===== src/inc/sio.sv =====
// serial channel constants: register map, field positions, codes
// assumes: used by the channel, its rate generator and the testbench
package sio;
    localparam logic [2:0] A_MODE = 3'h0;
    localparam logic [2:0] A_RATE = 3'h1;
    localparam logic [2:0] A_CTL0 = 3'h2;
    localparam logic [2:0] A_CTL1 = 3'h3;
    localparam logic [2:0] A_TXB  = 3'h4;
    localparam logic [2:0] A_RXB  = 3'h5;
    // mode register: [2:0] operating mode
    localparam int M_EXT   = 3;
    localparam int M_STOP2 = 4;
    localparam int M_EVEN  = 5;
    localparam int M_PAR   = 6;
    localparam int M_OD    = 7;
    localparam logic [2:0] SMD_SYNC = 3'h1;
    localparam logic [2:0] SMD_U7   = 3'h4;
    localparam logic [2:0] SMD_U8   = 3'h5;
    localparam logic [2:0] SMD_U9   = 3'h6;
    // control 0: [1:0] prescaler select
    localparam int C0_RTS  = 2;
    localparam int C0_HOFF = 4;
    localparam int C0_CPOL = 6;
    localparam int C0_MSB  = 7;
    // control 1: [8:7] clock pin select
    localparam int C1_TXEN  = 0;
    localparam int C1_TXE   = 1;
    localparam int C1_RXEN  = 2;
    localparam int C1_RXF   = 3;
    localparam int C1_CAUSE = 4;
    localparam int C1_CONT  = 5;
    localparam int C1_INV   = 6;
    localparam int C1_CKS   = 7;
    // receive buffer read word flags
    localparam int RB_OVR = 12;
    localparam int RB_FER = 13;
    localparam int RB_PER = 14;
    localparam int RB_SUM = 15;
    localparam logic [7:0] REG_RST  = 8'h00;
    localparam logic [8:0] CTL1_RST = 9'h000;
    // sixteen oversample ticks per bit, middle at tick eight
    localparam logic [3:0] OVS_LAST = 4'hf;
    localparam logic [3:0] OVS_HALF = 4'h7;
    localparam logic [2:0] PSC8_LAST  = 3'h7;
    localparam logic [4:0] PSC32_LAST = 5'h1f;
    typedef enum logic [1:0] {T_IDLE = 2'b00, T_SYNC = 2'b01,
                              T_UART = 2'b10} tx_st_t;
    typedef enum logic [1:0] {R_IDLE = 2'b00, R_START = 2'b01,
                              R_DATA = 2'b10} rx_st_t;
endpackage


===== src/rtl/sio_channel.sv =====
// serial channel: clock synchronous and asynchronous modes, one channel
// assumes: pins synchronous to clk; pin wires resolved outside
// What this block does
// - data out idles high, or floats if open-drain, until transfer
// - sync transfers need send enable; continuous receive shifts the old buffer out as dummy
// - sync mode: internal clock drives clock pin unless clock pin select is 10, external is input
// - handshake pin: port if disabled, else clear or request to send
// - data in pin is serial input; unused when only sending
// - clock polarity picks launch and sample edges
// - order bit (sync mode only): 0 least significant first, 1 most significant first
// - channel one can route its internal clock to an alternate pin
// - continuous receive: buffer read re-arms reception
// - channel two may invert buffer data on write and read
// - frame: start, 7/8/9 data, optional parity, 1 or 2 stops
// - internal bit rate is prescaled clock over 16(n+1), over 2(n+1) in sync mode
// - external bit rate is pin rate over 16(n+1), the pin rate itself in sync mode; not channel two
// - send starts with enable, full buffer, clear-to-send low
// - receive starts with enable and a start bit
// - cause bit: send request on load or on completion
// - receive request when character enters receive buffer
// - overrun when new character arrives before buffer read
// - overrun overwrites buffer without a new receive request
// - framing error when a stop bit is missing
// - parity error when the ones count mismatches the setting
// - error sum is set by any overrun, framing or parity error
`timescale 1ns/1ps
module sio_channel
#(
    parameter int CHAN = 0
)
(
    // clock and reset
    input  wire logic        clk,
    input  wire logic        rstn,
    input  wire logic        ce,
    // register port
    input  wire logic [2:0]  addr,
    input  wire logic [15:0] wdata,
    input  wire logic        wr,
    input  wire logic        rd,
    output logic      [15:0] rdata,
    // serial data pins
    input  wire logic        serial_data_in_pin,
    output logic             serial_data_out_pin,
    output logic             serial_data_out_pin_oe,
    // transfer clock pins
    input  wire logic        transfer_clock_pin_level,
    output logic             transfer_clock_pin_drive,
    output logic             transfer_clock_pin_oe,
    output logic             alternate_clock_pin_drive,
    output logic             alternate_clock_pin_oe,
    // handshake pin
    input  wire logic        handshake_pin_level,
    output logic             handshake_pin_drive,
    output logic             handshake_pin_oe,
    // interrupt requests
    output logic             tx_irq,
    output logic             rx_irq
);
    logic [7:0]  mode, next_mode, rate, next_rate, ctl0, next_ctl0;
    logic [8:0]  ctl1, next_ctl1, txb, next_txb, rxb, next_rxb;
    logic        txe, next_txe, rxf, next_rxf, cont, next_cont;
    logic        ovr, next_ovr, fer, next_fer, per, next_per;
    logic [15:0] next_rdata;
    logic        next_rx_irq, next_tx_irq;
    sio::tx_st_t ts, next_ts;
    sio::rx_st_t rs, next_rs;
    logic [11:0] sh, next_sh, rsh, next_rsh;
    logic [7:0]  rsync, next_rsync;
    logic [3:0]  sub, next_sub, bc, next_bc, rsub, next_rsub;
    logic [3:0]  rbc, next_rbc;
    logic        txd, next_txd, sclk, next_sclk, ckp;
    logic        take, sync_go, sync_load, done, r_done;
    logic        tick, launch, smpl, ld, rd_rx;
    logic [8:0]  ld_data, dmask;
    logic [12:0] frm;
    logic [7:0]  sync_src;

    wire       sync_m = mode[2:0] == sio::SMD_SYNC;
    wire       uart_m = mode[2:0] == sio::SMD_U7 ||
                        mode[2:0] == sio::SMD_U8 ||
                        mode[2:0] == sio::SMD_U9;
    wire [3:0] len = mode[2:0] == sio::SMD_U7 ? 4'h7 :
                     mode[2:0] == sio::SMD_U8 ? 4'h8 : 4'h9;
    wire       pen = mode[sio::M_PAR];
    wire       st2 = mode[sio::M_STOP2];
    // no external clock on channel two
    wire       ext = mode[sio::M_EXT] && CHAN != 2;
    wire       idl = ~ctl0[sio::C0_CPOL];
    wire       msb = ctl0[sio::C0_MSB];
    wire       rts_sel = ctl0[sio::C0_RTS];
    wire       hoff = ctl0[sio::C0_HOFF];
    wire       txen = ctl1[sio::C1_TXEN];
    wire       rxen = ctl1[sio::C1_RXEN];
    wire       inv = ctl1[sio::C1_INV] && CHAN == 2;
    wire       alt = ctl1[sio::C1_CKS + 1] && CHAN == 1;
    wire       ckl = transfer_clock_pin_level;
    wire       rxd = serial_data_in_pin;
    wire [3:0] tlast = len + {3'h0, pen} + 4'h1 + {3'h0, st2};
    wire [3:0] rlast = len + {3'h0, pen} + {3'h0, st2};
    wire       cts_ok = hoff || rts_sel || !handshake_pin_level;

    function automatic logic [7:0] rev8(input logic [7:0] d);
        for (int i = 0; i < 8; i++)
            rev8[i] = d[7 - i];
    endfunction

    function automatic logic [12:0] frame_of(input logic [8:0] d,
        input logic [3:0] n, input logic pe, input logic ev);
        logic [12:0] f;
        logic        p;
        f = 13'h1ffe;
        p = ~ev;
        for (int i = 0; i < 9; i++)
            if (i < int'(n))
            begin
                f[i + 1] = d[i];
                p = p ^ d[i];
            end
        if (pe)
            f[n + 4'h1] = p;
        return f;
    endfunction

    // prescaled or pin source over n+1, sixteen per bit, two per bit in sync mode
    sio_rate_gen u_rate
    (
        .clk      (clk),
        .rstn     (rstn),
        .ce       (ce),
        .psc_sel  (ctl0[1:0]),
        .use_ext  (ext && uart_m),
        .ext_edge (ckl && !ckp),
        .div      (rate),
        .tick     (tick)
    );

    assign frm = frame_of(txb, len, pen, mode[sio::M_EVEN]);
    // ordering applied at buffer to shifter boundary
    assign sync_src = msb ? rev8(txb[7:0]) : txb[7:0];
    assign dmask = len == 4'h7 ? 9'h07f : len == 4'h8 ? 9'h0ff : 9'h1ff;
    // polarity picks launch and sample edges
    assign launch = ext ? (ckp == idl && ckl != idl) : (tick && sclk == idl);
    assign smpl = ext ? (ckp != idl && ckl == idl) : (tick && sclk != idl);

    always_comb
    begin
        next_ts = ts;
        next_sh = sh;
        next_txd = txd;
        next_sub = sub;
        next_bc = bc;
        next_sclk = sclk;
        next_rsync = rsync;
        take = 1'b0;
        sync_go = 1'b0;
        sync_load = 1'b0;
        done = 1'b0;
        case (ts)
            sio::T_IDLE:
            begin
                // line rests high until a transfer begins
                next_txd = 1'b1;
                next_sclk = idl;
                // continuous re-arm reuses old buffer as dummy
                if (sync_m && txen && cts_ok && (!txe || cont) &&
                    (!ext || ckl == idl))
                begin
                    take = !txe;
                    sync_go = 1'b1;
                    next_ts = sio::T_SYNC;
                    next_sh = {4'h0, sync_src};
                    next_bc = 4'h0;
                end
                // enable, full buffer, clear to send
                else if (uart_m && txen && cts_ok && !txe && tick)
                begin
                    take = 1'b1;
                    next_ts = sio::T_UART;
                    next_txd = frm[0];
                    next_sh = frm[12:1];
                    next_sub = 4'h0;
                    next_bc = 4'h0;
                end
            end
            sio::T_SYNC:
            begin
                if (launch)
                begin
                    next_txd = sh[0];
                    next_sh = sh >> 1;
                end
                if (smpl)
                begin
                    next_rsync = {rxd, rsync[7:1]};
                    next_bc = bc + 4'h1;
                    if (bc == 4'h7)
                    begin
                        next_ts = sio::T_IDLE;
                        next_txd = 1'b1;
                        sync_load = 1'b1;
                        done = 1'b1;
                    end
                end
                if (!ext && tick)
                    next_sclk = ~sclk;
            end
            sio::T_UART:
            begin
                if (tick)
                begin
                    next_sub = sub + 4'h1;
                    if (sub == sio::OVS_LAST)
                    begin
                        if (bc == tlast)
                        begin
                            next_ts = sio::T_IDLE;
                            next_txd = 1'b1;
                            done = 1'b1;
                        end
                        else
                        begin
                            next_txd = sh[0];
                            next_sh = sh >> 1;
                            next_bc = bc + 4'h1;
                        end
                    end
                end
            end
            default: next_ts = sio::T_IDLE;
        endcase
        next_tx_irq = ctl1[sio::C1_CAUSE] ? done : take;
    end

    always_comb
    begin
        next_rs = rs;
        next_rsub = rsub;
        next_rbc = rbc;
        next_rsh = rsh;
        r_done = 1'b0;
        case (rs)
            sio::R_IDLE:
            begin
                if (uart_m && rxen && tick && !rxd)
                begin
                    next_rs = sio::R_START;
                    next_rsub = 4'h0;
                end
            end
            sio::R_START:
            begin
                if (tick)
                begin
                    next_rsub = rsub + 4'h1;
                    if (rsub == sio::OVS_HALF)
                    begin
                        next_rs = rxd ? sio::R_IDLE : sio::R_DATA;
                        next_rsub = 4'h0;
                        next_rbc = 4'h0;
                    end
                end
            end
            sio::R_DATA:
            begin
                if (tick)
                begin
                    next_rsub = rsub + 4'h1;
                    if (rsub == sio::OVS_LAST)
                    begin
                        next_rsh[rbc] = rxd;
                        next_rbc = rbc + 4'h1;
                        if (rbc == rlast)
                        begin
                            r_done = 1'b1;
                            next_rs = sio::R_IDLE;
                        end
                    end
                end
            end
            default: next_rs = sio::R_IDLE;
        endcase
        if (!rxen || !uart_m)
            next_rs = sio::R_IDLE;
    end

    // sync capture lands only while reception is enabled
    assign ld = r_done || (sync_load && rxen);
    assign ld_data = r_done ? (next_rsh[8:0] & dmask) :
                     {1'b0, msb ? rev8(next_rsync) : next_rsync};
    assign rd_rx = rd && addr == sio::A_RXB;

    always_comb
    begin
        next_mode = mode;
        next_rate = rate;
        next_ctl0 = ctl0;
        next_ctl1 = ctl1;
        next_txb = txb;
        next_txe = txe;
        next_rxb = rxb;
        next_rxf = rxf;
        next_ovr = ovr;
        next_fer = fer;
        next_per = per;
        next_cont = cont;
        next_rx_irq = 1'b0;
        next_rdata = 16'h0000;
        if (take)
            next_txe = 1'b1;
        if (sync_go)
            next_cont = 1'b0;
        if (!rxen)
        begin
            next_ovr = 1'b0;
            next_fer = 1'b0;
            next_per = 1'b0;
        end
        if (wr)
        begin
            case (addr)
                sio::A_MODE: next_mode = wdata[7:0];
                sio::A_RATE: next_rate = wdata[7:0];
                sio::A_CTL0: next_ctl0 = wdata[7:0];
                sio::A_CTL1: next_ctl1 = wdata[8:0];
                sio::A_TXB:
                begin
                    // inverted on the way into the buffer
                    next_txb = inv ? ~wdata[8:0] : wdata[8:0];
                    next_txe = 1'b0;
                end
                default: next_txe = next_txe;
            endcase
        end
        if (rd_rx)
        begin
            next_rxf = 1'b0;
            // reading the buffer re-arms the next transfer
            if (ctl1[sio::C1_CONT] && rxen && sync_m)
                next_cont = 1'b1;
        end
        if (ld)
        begin
            next_rxb = ld_data;
            next_rxf = 1'b1;
            // full buffer not being read means overrun
            if (rxf && !rd_rx)
                next_ovr = 1'b1;
            // overrun overwrites but raises no request
            // request when character reaches the buffer
            next_rx_irq = !(rxf && !rd_rx);
            // every configured stop bit must be high
            next_fer = r_done && (!next_rsh[len + {3'h0, pen}] ||
                       (st2 && !next_rsh[len + {3'h0, pen} + 4'h1]));
            // parity over character and parity bit
            next_per = r_done && pen && (next_rsh[len] !=
                       (~mode[sio::M_EVEN] ^ (^(next_rsh[8:0] & dmask))));
        end
        if (rd)
        begin
            case (addr)
                sio::A_MODE: next_rdata = {8'h00, mode};
                sio::A_RATE: next_rdata = {8'h00, rate};
                sio::A_CTL0: next_rdata = {8'h00, ctl0};
                sio::A_CTL1: next_rdata = {7'h00, ctl1[8:4], rxf,
                                           ctl1[2], txe, ctl1[0]};
                sio::A_TXB: next_rdata = {7'h00, txb};
                // sum of the three error flags
                sio::A_RXB: next_rdata = {ovr | fer | per, per, fer, ovr,
                                          3'h0, inv ? ~rxb : rxb};
                default: next_rdata = 16'h0000;
            endcase
        end
    end

    always_ff @(posedge clk)
    begin
        if (!rstn)
        begin
            mode <= sio::REG_RST;
            rate <= sio::REG_RST;
            ctl0 <= sio::REG_RST;
            ctl1 <= sio::CTL1_RST;
            txb <= 9'h000;
            txe <= 1'b1;
            rxb <= 9'h000;
            rxf <= 1'b0;
            {ovr, fer, per, cont} <= 4'h0;
            rdata <= 16'h0000;
            {rx_irq, tx_irq} <= 2'h0;
            ts <= sio::T_IDLE;
            rs <= sio::R_IDLE;
            {sh, rsh} <= 24'h000000;
            rsync <= 8'h00;
            {sub, bc, rsub, rbc} <= 16'h0000;
            {txd, sclk, ckp} <= 3'h7;
        end
        else if (ce)
        begin
            mode <= next_mode;
            rate <= next_rate;
            ctl0 <= next_ctl0;
            ctl1 <= next_ctl1;
            txb <= next_txb;
            txe <= next_txe;
            rxb <= next_rxb;
            rxf <= next_rxf;
            {ovr, fer, per, cont} <= {next_ovr, next_fer, next_per, next_cont};
            rdata <= next_rdata;
            {rx_irq, tx_irq} <= {next_rx_irq, next_tx_irq};
            ts <= next_ts;
            rs <= next_rs;
            {sh, rsh} <= {next_sh, next_rsh};
            rsync <= next_rsync;
            {sub, bc, rsub, rbc} <= {next_sub, next_bc, next_rsub, next_rbc};
            {txd, sclk, ckp} <= {next_txd, next_sclk, ckl};
        end
    end

    // open-drain releases the line instead of driving high
    assign serial_data_out_pin = txd;
    assign serial_data_out_pin_oe = (sync_m || uart_m) &&
                                    !(mode[sio::M_OD] && txd);
    // internal clock drives the pin unless clock pin select is 10, external leaves it input
    // alternate pin takes the clock on channel one only
    assign transfer_clock_pin_drive = sclk;
    assign transfer_clock_pin_oe = sync_m && !ext &&
                                   ctl1[sio::C1_CKS +: 2] != 2'b10;
    assign alternate_clock_pin_drive = sclk;
    assign alternate_clock_pin_oe = sync_m && !ext && alt;
    // port when disabled, request-to-send drives the pin
    // low while a character can still be taken
    assign handshake_pin_oe = !hoff && rts_sel;
    assign handshake_pin_drive = !(rxen && !rxf);
endmodule


===== src/rtl/sio_rate_gen.sv =====
// bit rate generator: prescaler f1/f8/f32 or external edges, then n+1
// assumes: ext_edge is a one-cycle pulse synchronous to clk
`timescale 1ns/1ps
module sio_rate_gen
(
    // clock and reset
    input  wire logic       clk,
    input  wire logic       rstn,
    input  wire logic       ce,
    // source and divider
    input  wire logic [1:0] psc_sel,
    input  wire logic       use_ext,
    input  wire logic       ext_edge,
    input  wire logic [7:0] div,
    // one pulse per divided period
    output logic            tick
);
    logic [4:0] psc;
    logic [4:0] next_psc;
    logic [7:0] cnt;
    logic [7:0] next_cnt;
    logic       next_tick;
    logic       src;

    always_comb
    begin
        next_psc = psc + 5'h01;
        case (psc_sel)
            2'b00: src = 1'b1;
            2'b01: src = (psc[2:0] == sio::PSC8_LAST);
            default: src = (psc == sio::PSC32_LAST);
        endcase
        if (use_ext)
            src = ext_edge;
        next_cnt = cnt;
        next_tick = 1'b0;
        if (src)
        begin
            if (cnt == 8'h00)
            begin
                next_cnt = div;
                next_tick = 1'b1;
            end
            else
                next_cnt = cnt - 8'h01;
        end
    end

    always_ff @(posedge clk)
    begin
        if (!rstn)
        begin
            psc <= 5'h00;
            cnt <= 8'h00;
            tick <= 1'b0;
        end
        else if (ce)
        begin
            psc <= next_psc;
            cnt <= next_cnt;
            tick <= next_tick;
        end
    end
endmodule


===== config.mk =====
export PLATFORM = sky130hd
export DESIGN_NAME = sio_channel
export DESIGN_NICKNAME = d
export VERILOG_FILES = /design/src/inc/sio.sv /design/src/rtl/sio_channel.sv /design/src/rtl/sio_rate_gen.sv
export SDC_FILE = /design/constraint.sdc
export NUM_CORES = 1
export LEC_CHECK = 0
export BUFFER_PORTS_ARGS = -buffer_cell sky130_fd_sc_hd__buf_4
export CAP_MARGIN = 25
export CORE_MARGIN = 3
export CORE_UTILIZATION = 55
export DETAILED_ROUTE_END_ITERATION = 10
export PLACE_DENSITY_LB_ADDON = 0.15
export SETUP_SLACK_MARGIN = 0.05
export SKIP_CTS_REPAIR_TIMING = 1
export SYNTH_ARGS = -nofsm -noshare
export SYNTH_HDL_FRONTEND = slang
export SYNTH_HIERARCHICAL = 1
export SYNTH_SLANG_ARGS = --single-unit
export TNS_END_PERCENT = 1

===== constraint.sdc =====
create_clock -name clk -period 3.19 [get_ports clk]
set_input_delay 0.319 -clock clk [delete_from_list [all_inputs] [get_ports clk]]
set_output_delay 0.319 -clock clk [all_outputs]
set_load 0.02 [all_outputs]

==> impl_metrics.yaml, run 1 <==
synthesis:
  yosysWarnings: 6
  synthesis.area_mm2: 0.00802
  synth_top_area_share_pct: 34.7
  synth-seq-area-share_pct: 34.7
  synth_most_common_cell: "nor2_1"
  async_reset_ff_share_pct: 0
  synth_area_leaders: "dfxtp_1 35%, mux2i_1 11%, nor2_1 6.6%, ha_1 3.9%, nand2_1 3.3%"
  yosysTopAreaCell: "dfxtp_1"
  postSynthAreaPerCell_um2: 8.54
  synth_ff_type: "dfxtp_1"
  ys_seq_elements: 139
  synth_edf_count: 0
  ys_types: 81
  ys_top_cells_by_count: "140 x nor2_1, 139 x dfxtp_1, 89 x mux2i_1"
  synthesis.instances: 939
placed_design:
  dpl_cell_area_mm2: 0.00850
  gp_congestion: 0.888
  dpl.hpwl_um: 14600
  port_buffers: 41
clocking:
  clk_latency_ns: 0.42
  cts-root-buf: "clkbuf_16"
  cts_tree: "yes"
  path_clk_slew_ns: 0.06
  cts_buffers: 17
  cts.sinks: 139
  clock_path_buffers: 2
  htreeDepth: 4
sta:
  max_freq_mhz: 322
  setup_viol: 0
  rsz0062_at_grt: "true"
  worst_slew_pin_slew_ns: 0.876
  tns_ns: 0
  final-hold-violation-count: 0
  period_minus_slack_ns: 3.10
  period_share_pct: 97.3
  skew_ns: 0.00855
  slew_headroom_pct: 41.4
  drv_slew: 0
finish:
  n_antenna_cell: 0
  final_layout_size_suffix_gt1_share_pct: 15.7
  fin_util_pct: 65.2
  area_growth_pct: 14.3
  stdcell_area_mm2: 0.00916
  fillCellCount: 1208
  fin_nets: 1028
floorplanning:
  rows: 43
  die_area_mm2: 0.0161
  die_w_um: 127
  die_h_um: 127
  core-area_mm2: 0.0140
  start_util_pct: 57.1
  ios: 53
worst_setup_path:
  critPathLaunchType: "flop"
  crit_type: "reg2reg"
  crit_fanout: 6
  worst_ep_required_time_ns: 3.54
  cp-end-kind: "flop"
  cp_data_arrival_time_ns: 3.45
global_routing:
  grt_pass1_vias: 6399
  track_usage_pct: 26.2
  grt_max_degree: 77
  grt_pass1_wl_um: 34100
  antenna_found_initial: 0
  grt_overflow: 0
power_and_ir_drop:
  leakage_nw: 3.45
  peakVddDrop_mv: 0.406
  p_per_area_mw_per_mm2: 497
route:
  route.detailed.drc: 0
  wire_per_inst_um: 17.8
  dr.pass1.iters: 5
  drtIter0Drc: 638
  dr_total_vias: 6996
  ant_nets: 0
  wl_um: 20800
  routed_via_density: 5.98
run:
  max_cap_viol_count: 0
min_path:
  hp-class: "in2reg"
run_status:
  outcome: "finished clean"
[state kept, by name, summed over array words and instances, names as in the netlist, 4 cells and up]
register    count
rsync           8
bc              4
ctl1            7
u_rate/cnt      8
txb             9
sh             12
u_rate/psc      5
mode            8
ctl0            8
sub             4
rbc             4
rdata          13
rsub            4
rsh            12
rate            8
rxb             9
[critical path, cell delays in order, from the launching register on]
cell and delay (ns):
dfxtp_1 0.32, inv_1 0.06, nor2_2 0.12, nand2_1 0.11
ha_4 0.18, xnor2_2 0.19, inv_1 0.09, ha_1 0.31
xor2_1 0.14, or4_4 0.55, nor3_4 0.23, buf_12 0.15
nand2_2 0.07, or3_1 0.37, a21oi_1 0.14
[worst paths after layout]
| check | cells past startpoint | startpoint | endpoint | slack, ns |
|---|---|---|---|---|
| hold reg to reg | 2 | sh[7]$_SDFFE_PN0P_ | sh[7]$_SDFFE_PN0P_ | 0.47 |
| hold / removal | 3 | wdata[3] | ctl0[3]$_SDFFE_PN0P_ | 0.17 |
| setup / recovery | 14 | mode[0]$_SDFFE_PN0P_ | rxb[8]$_SDFFE_PN0P_ | 0.09 |
| setup reg to reg | 14 | mode[0]$_SDFFE_PN0P_ | rxb[8]$_SDFFE_PN0P_ | 0.09 |
[per-stage QoR]
step                      hold slack, ns  total power, W  cells  setup WS [ns]
final                              0.171         0.00455   1169         0.0857
after global routing               0.174         0.00477   1169        -0.0450
after CTS                          0.156         0.00456   1162        -0.0217
after detailed placement           0.456         0.00274   1130         0.0154
after global placement             0.445         0.00274   1130         0.0542
after floorplan                    0.428         0.00258    942         0.0636
[layout by cell type, fill, tap and decap left out, drive strengths merged, types with 5 or more instances in the layout]
cell type and n:
inv 34, o21ai 42, mux2 14, clkbuf 20, xnor2 22, a21oi 52
o211ai 5, a221oi 6, nor3b 7, xor2 8, ha 25, nand2 71
dfxtp 139, nor2 141, nor3 13, nor2b 10, nand2b 12, clkinv 7
a31oi 8, or3 8, mux2i 89, clkinvlp 5, o22ai 7, a22oi 10
o21a 5, buf 74, nand4 12, nand3 23, mux4 8, and2 8
nand3b 7, a211oi 16
[metal layers]
metal / global-route usage [%] / wire [um]
met2: 39.3 / 9360
met4: 6.44 / 265
met5: 0 / 0
met1: 38.4 / 10000
met3: 5.89 / 1180
[cells by family (layout without fill, tap and decap cells)]
family                     Yosys count  in the layout  share of synthesized area (%)
AOI/OAI and AO/OA                  202            202                           16.7
xor gates and xnor gates            32             32                           3.84
adders and majority gates           25             25                           3.90
buffers and inverters               93            140                           4.98
DFF                                139            139                           34.7
muxes                              111            111                           15.4
other                                1              4                         0.0468
and+or+nand+nor                    336            336                           20.4
[power by group]
group          switching (W)  internal, W
clock network       0.000800      0.00102
registers          0.0000765      0.00180
logic               0.000472     0.000375
total                0.00135      0.00320
[cell type report]
class,count,area (um^2),area share [%]
timing repair buffer,74,572,6.24
inverter,34,129,1.41
sequential,139,2780,30.4
clock inverter,12,93.8,1.02
clock buffer,20,447,4.88
multi-input combinational,710,4910,53.6
tap,180,225,2.46
(Power assumes the default switching activity.)
==> inputs of run 2 (changes only) <==
--- a/config.mk
+++ b/config.mk
@@ -10,6 +10,7 @@
 export CORE_MARGIN = 3
 export CORE_UTILIZATION = 55
 export DETAILED_ROUTE_END_ITERATION = 10
+export MAX_ROUTING_LAYER = met4
 export PLACE_DENSITY_LB_ADDON = 0.15
 export SETUP_SLACK_MARGIN = 0.05
 export SKIP_CTS_REPAIR_TIMING = 1
==> impl_metrics.yaml, run 2 (synthesis gave the netlist of run 1 again) <==
run_status:
  outcome: "finished clean"
finish:
  fillCellCount: 1208
  final_layout_size_suffix_gt1_share_pct: 15.7
  n_antenna_cell: 0
  area_growth_pct: 14.3
  final_cell_mix: "139 x dfxtp_1, 138 x nor2_1, 89 x mux2i_1"
  fin_util_pct: 65.2
  layout_commonest_cell: "dfxtp_1"
  fin_nets: 1028
  largest_reg_flops: 13
  top_register: "rdata"
worst_setup_path:
  cp_slowest_cell: "or4_4"
  cpPeakStageDelay_ns: 0.55
  cp_common_cell: "inv_1"
  crit_fanout: 6
  critPathBufInv: 3
  critPathLaunchType: "flop"
  worst_ep_required_time_ns: 3.54
  cp_data_arrival_time_ns: 3.45
  crit_type: "reg2reg"
  cp-end-kind: "flop"
  critPathTopFamily: "simple AND/OR/NAND/NOR gates"
  path_cells: "inv_1, nor2_2, nand2_1, ha_4, xnor2_2, inv_1, ha_1, xor2_1, or4_4, nor3_4, buf_12, nand2_2, or3_1, a21oi_1"
power_and_ir_drop:
  leakage_nw: 3.45
  p_switching_w: 0.00135
  peakVddDrop_mv: 0.406
  power_frac_seq_pct: 41.4
  pwr-share-comb_pct: 18.6
  p_per_area_mw_per_mm2: 496
  p_clk_share_pct: 40.0
  switching_share_pct: 29.6
  intPower_w: 0.00320
placed_design:
  gp_congestion: 0.903
  port_buffers: 41
  dpl.hpwl_um: 14600
route:
  route.detailed.drc: 0
  wl_um: 20800
  drtIter0Drc: 598
  ant_nets: 0
  dr_total_vias: 6955
  routed_via_density: 5.95
  dr.pass1.iters: 7
  wire_per_inst_um: 17.8
floorplanning:
  die_area_mm2: 0.0161
  core-area_mm2: 0.0140
  start_util_pct: 57.1
  rows: 43
  die_w_um: 127
  ios: 53
  die_h_um: 127
clocking:
  clock_path_buffers: 2
  cts_tree: "yes"
  clk_latency_ns: 0.42
  htreeDepth: 4
  path_clk_slew_ns: 0.06
  cts.sinks: 139
  cts-root-buf: "clkbuf_16"
  cts_buffers: 17
sta:
  tns_ns: 0
  setup_viol: 0
  period_share_pct: 97.2
  worst_slew_pin_slew_ns: 0.885
  skew_ns: 0.00840
  final-hold-violation-count: 0
  slew_headroom_pct: 40.8
  rsz0062_at_grt: "true"
  drv_slew: 0
  period_minus_slack_ns: 3.10
  max_freq_mhz: 323
global_routing:
  grt_pass1_vias: 6408
  track_usage_pct: 27.0
  grt_pass1_wl_um: 34100
  antenna_found_initial: 0
  grt_overflow: 0
  grt_max_degree: 77
min_path:
  hp-class: "in2reg"
run:
  max_cap_viol_count: 0
-- run 2: power by group through the flow --
| stage | Clock (W) | Combinational, W | Sequential (W) |
|---|---|---|---|
| floorplan | 0 | 0.000691 | 0.00189 |
| global placement | 0 | 0.000822 | 0.00192 |
| detailed placement | 0 | 0.000827 | 0.00192 |
| CTS | 0.00185 | 0.000832 | 0.00188 |
| global route | 0.00193 | 0.000947 | 0.00189 |
| finish | 0.00182 | 0.000847 | 0.00188 |
-- run 2: final cells by class --
cell class                      instances  area, um^2  share of cell area, %
Inverter                               34         129                   1.41
Multi-Input combinational cell        710        4910                   53.6
Clock inverter                         12        93.8                   1.02
Timing Repair Buffer                   74         572                   6.24
Sequential cell                       139        2780                   30.4
Tap cell                              180         225                   2.46
Clock buffer                           20         447                   4.88
-- run 2: path summary, 6_finish.rpt --
check,startpoint,to,slack [ns],cells after the start
min reg2reg,cont$_SDFFE_PN0P_,cont$_SDFFE_PN0P_,0.47,2
max,mode[0]$_SDFFE_PN0P_,rxb[8]$_SDFFE_PN0P_,0.09,14
max reg2reg,mode[0]$_SDFFE_PN0P_,rxb[8]$_SDFFE_PN0P_,0.09,14
min,wdata[3],ctl0[3]$_SDFFE_PN0P_,0.17,3
-- run 2: metrics by stage --
step	std cells	area, um^2	worst slack, ns	hold WS [ns]	total power [W]
3_5_place_dp	1130	8500	0.0154	0.456	0.00274
6_report	1169	9160	0.0908	0.173	0.00454
5_1_grt	1169	9160	-0.0453	0.174	0.00477
4_1_cts	1162	9040	-0.0217	0.156	0.00456
2_1_floorplan	942	8040	0.0636	0.428	0.00258
3_3_place_gp	1130	8500	0.0542	0.445	0.00274
-- run 2: per-layer routing --
layer  track usage (%)  share of wire, %
met5                 -                 0
met4              6.44               1.3
met3              5.64               5.6
met2              39.3                45
met1              38.4                48
-- run 2: tightest hold or removal path: cells and delay by family --
family        cells  cell delay [ns]
buf+inv           1             0.10
simple gates      1             0.07
mux               1             0.06
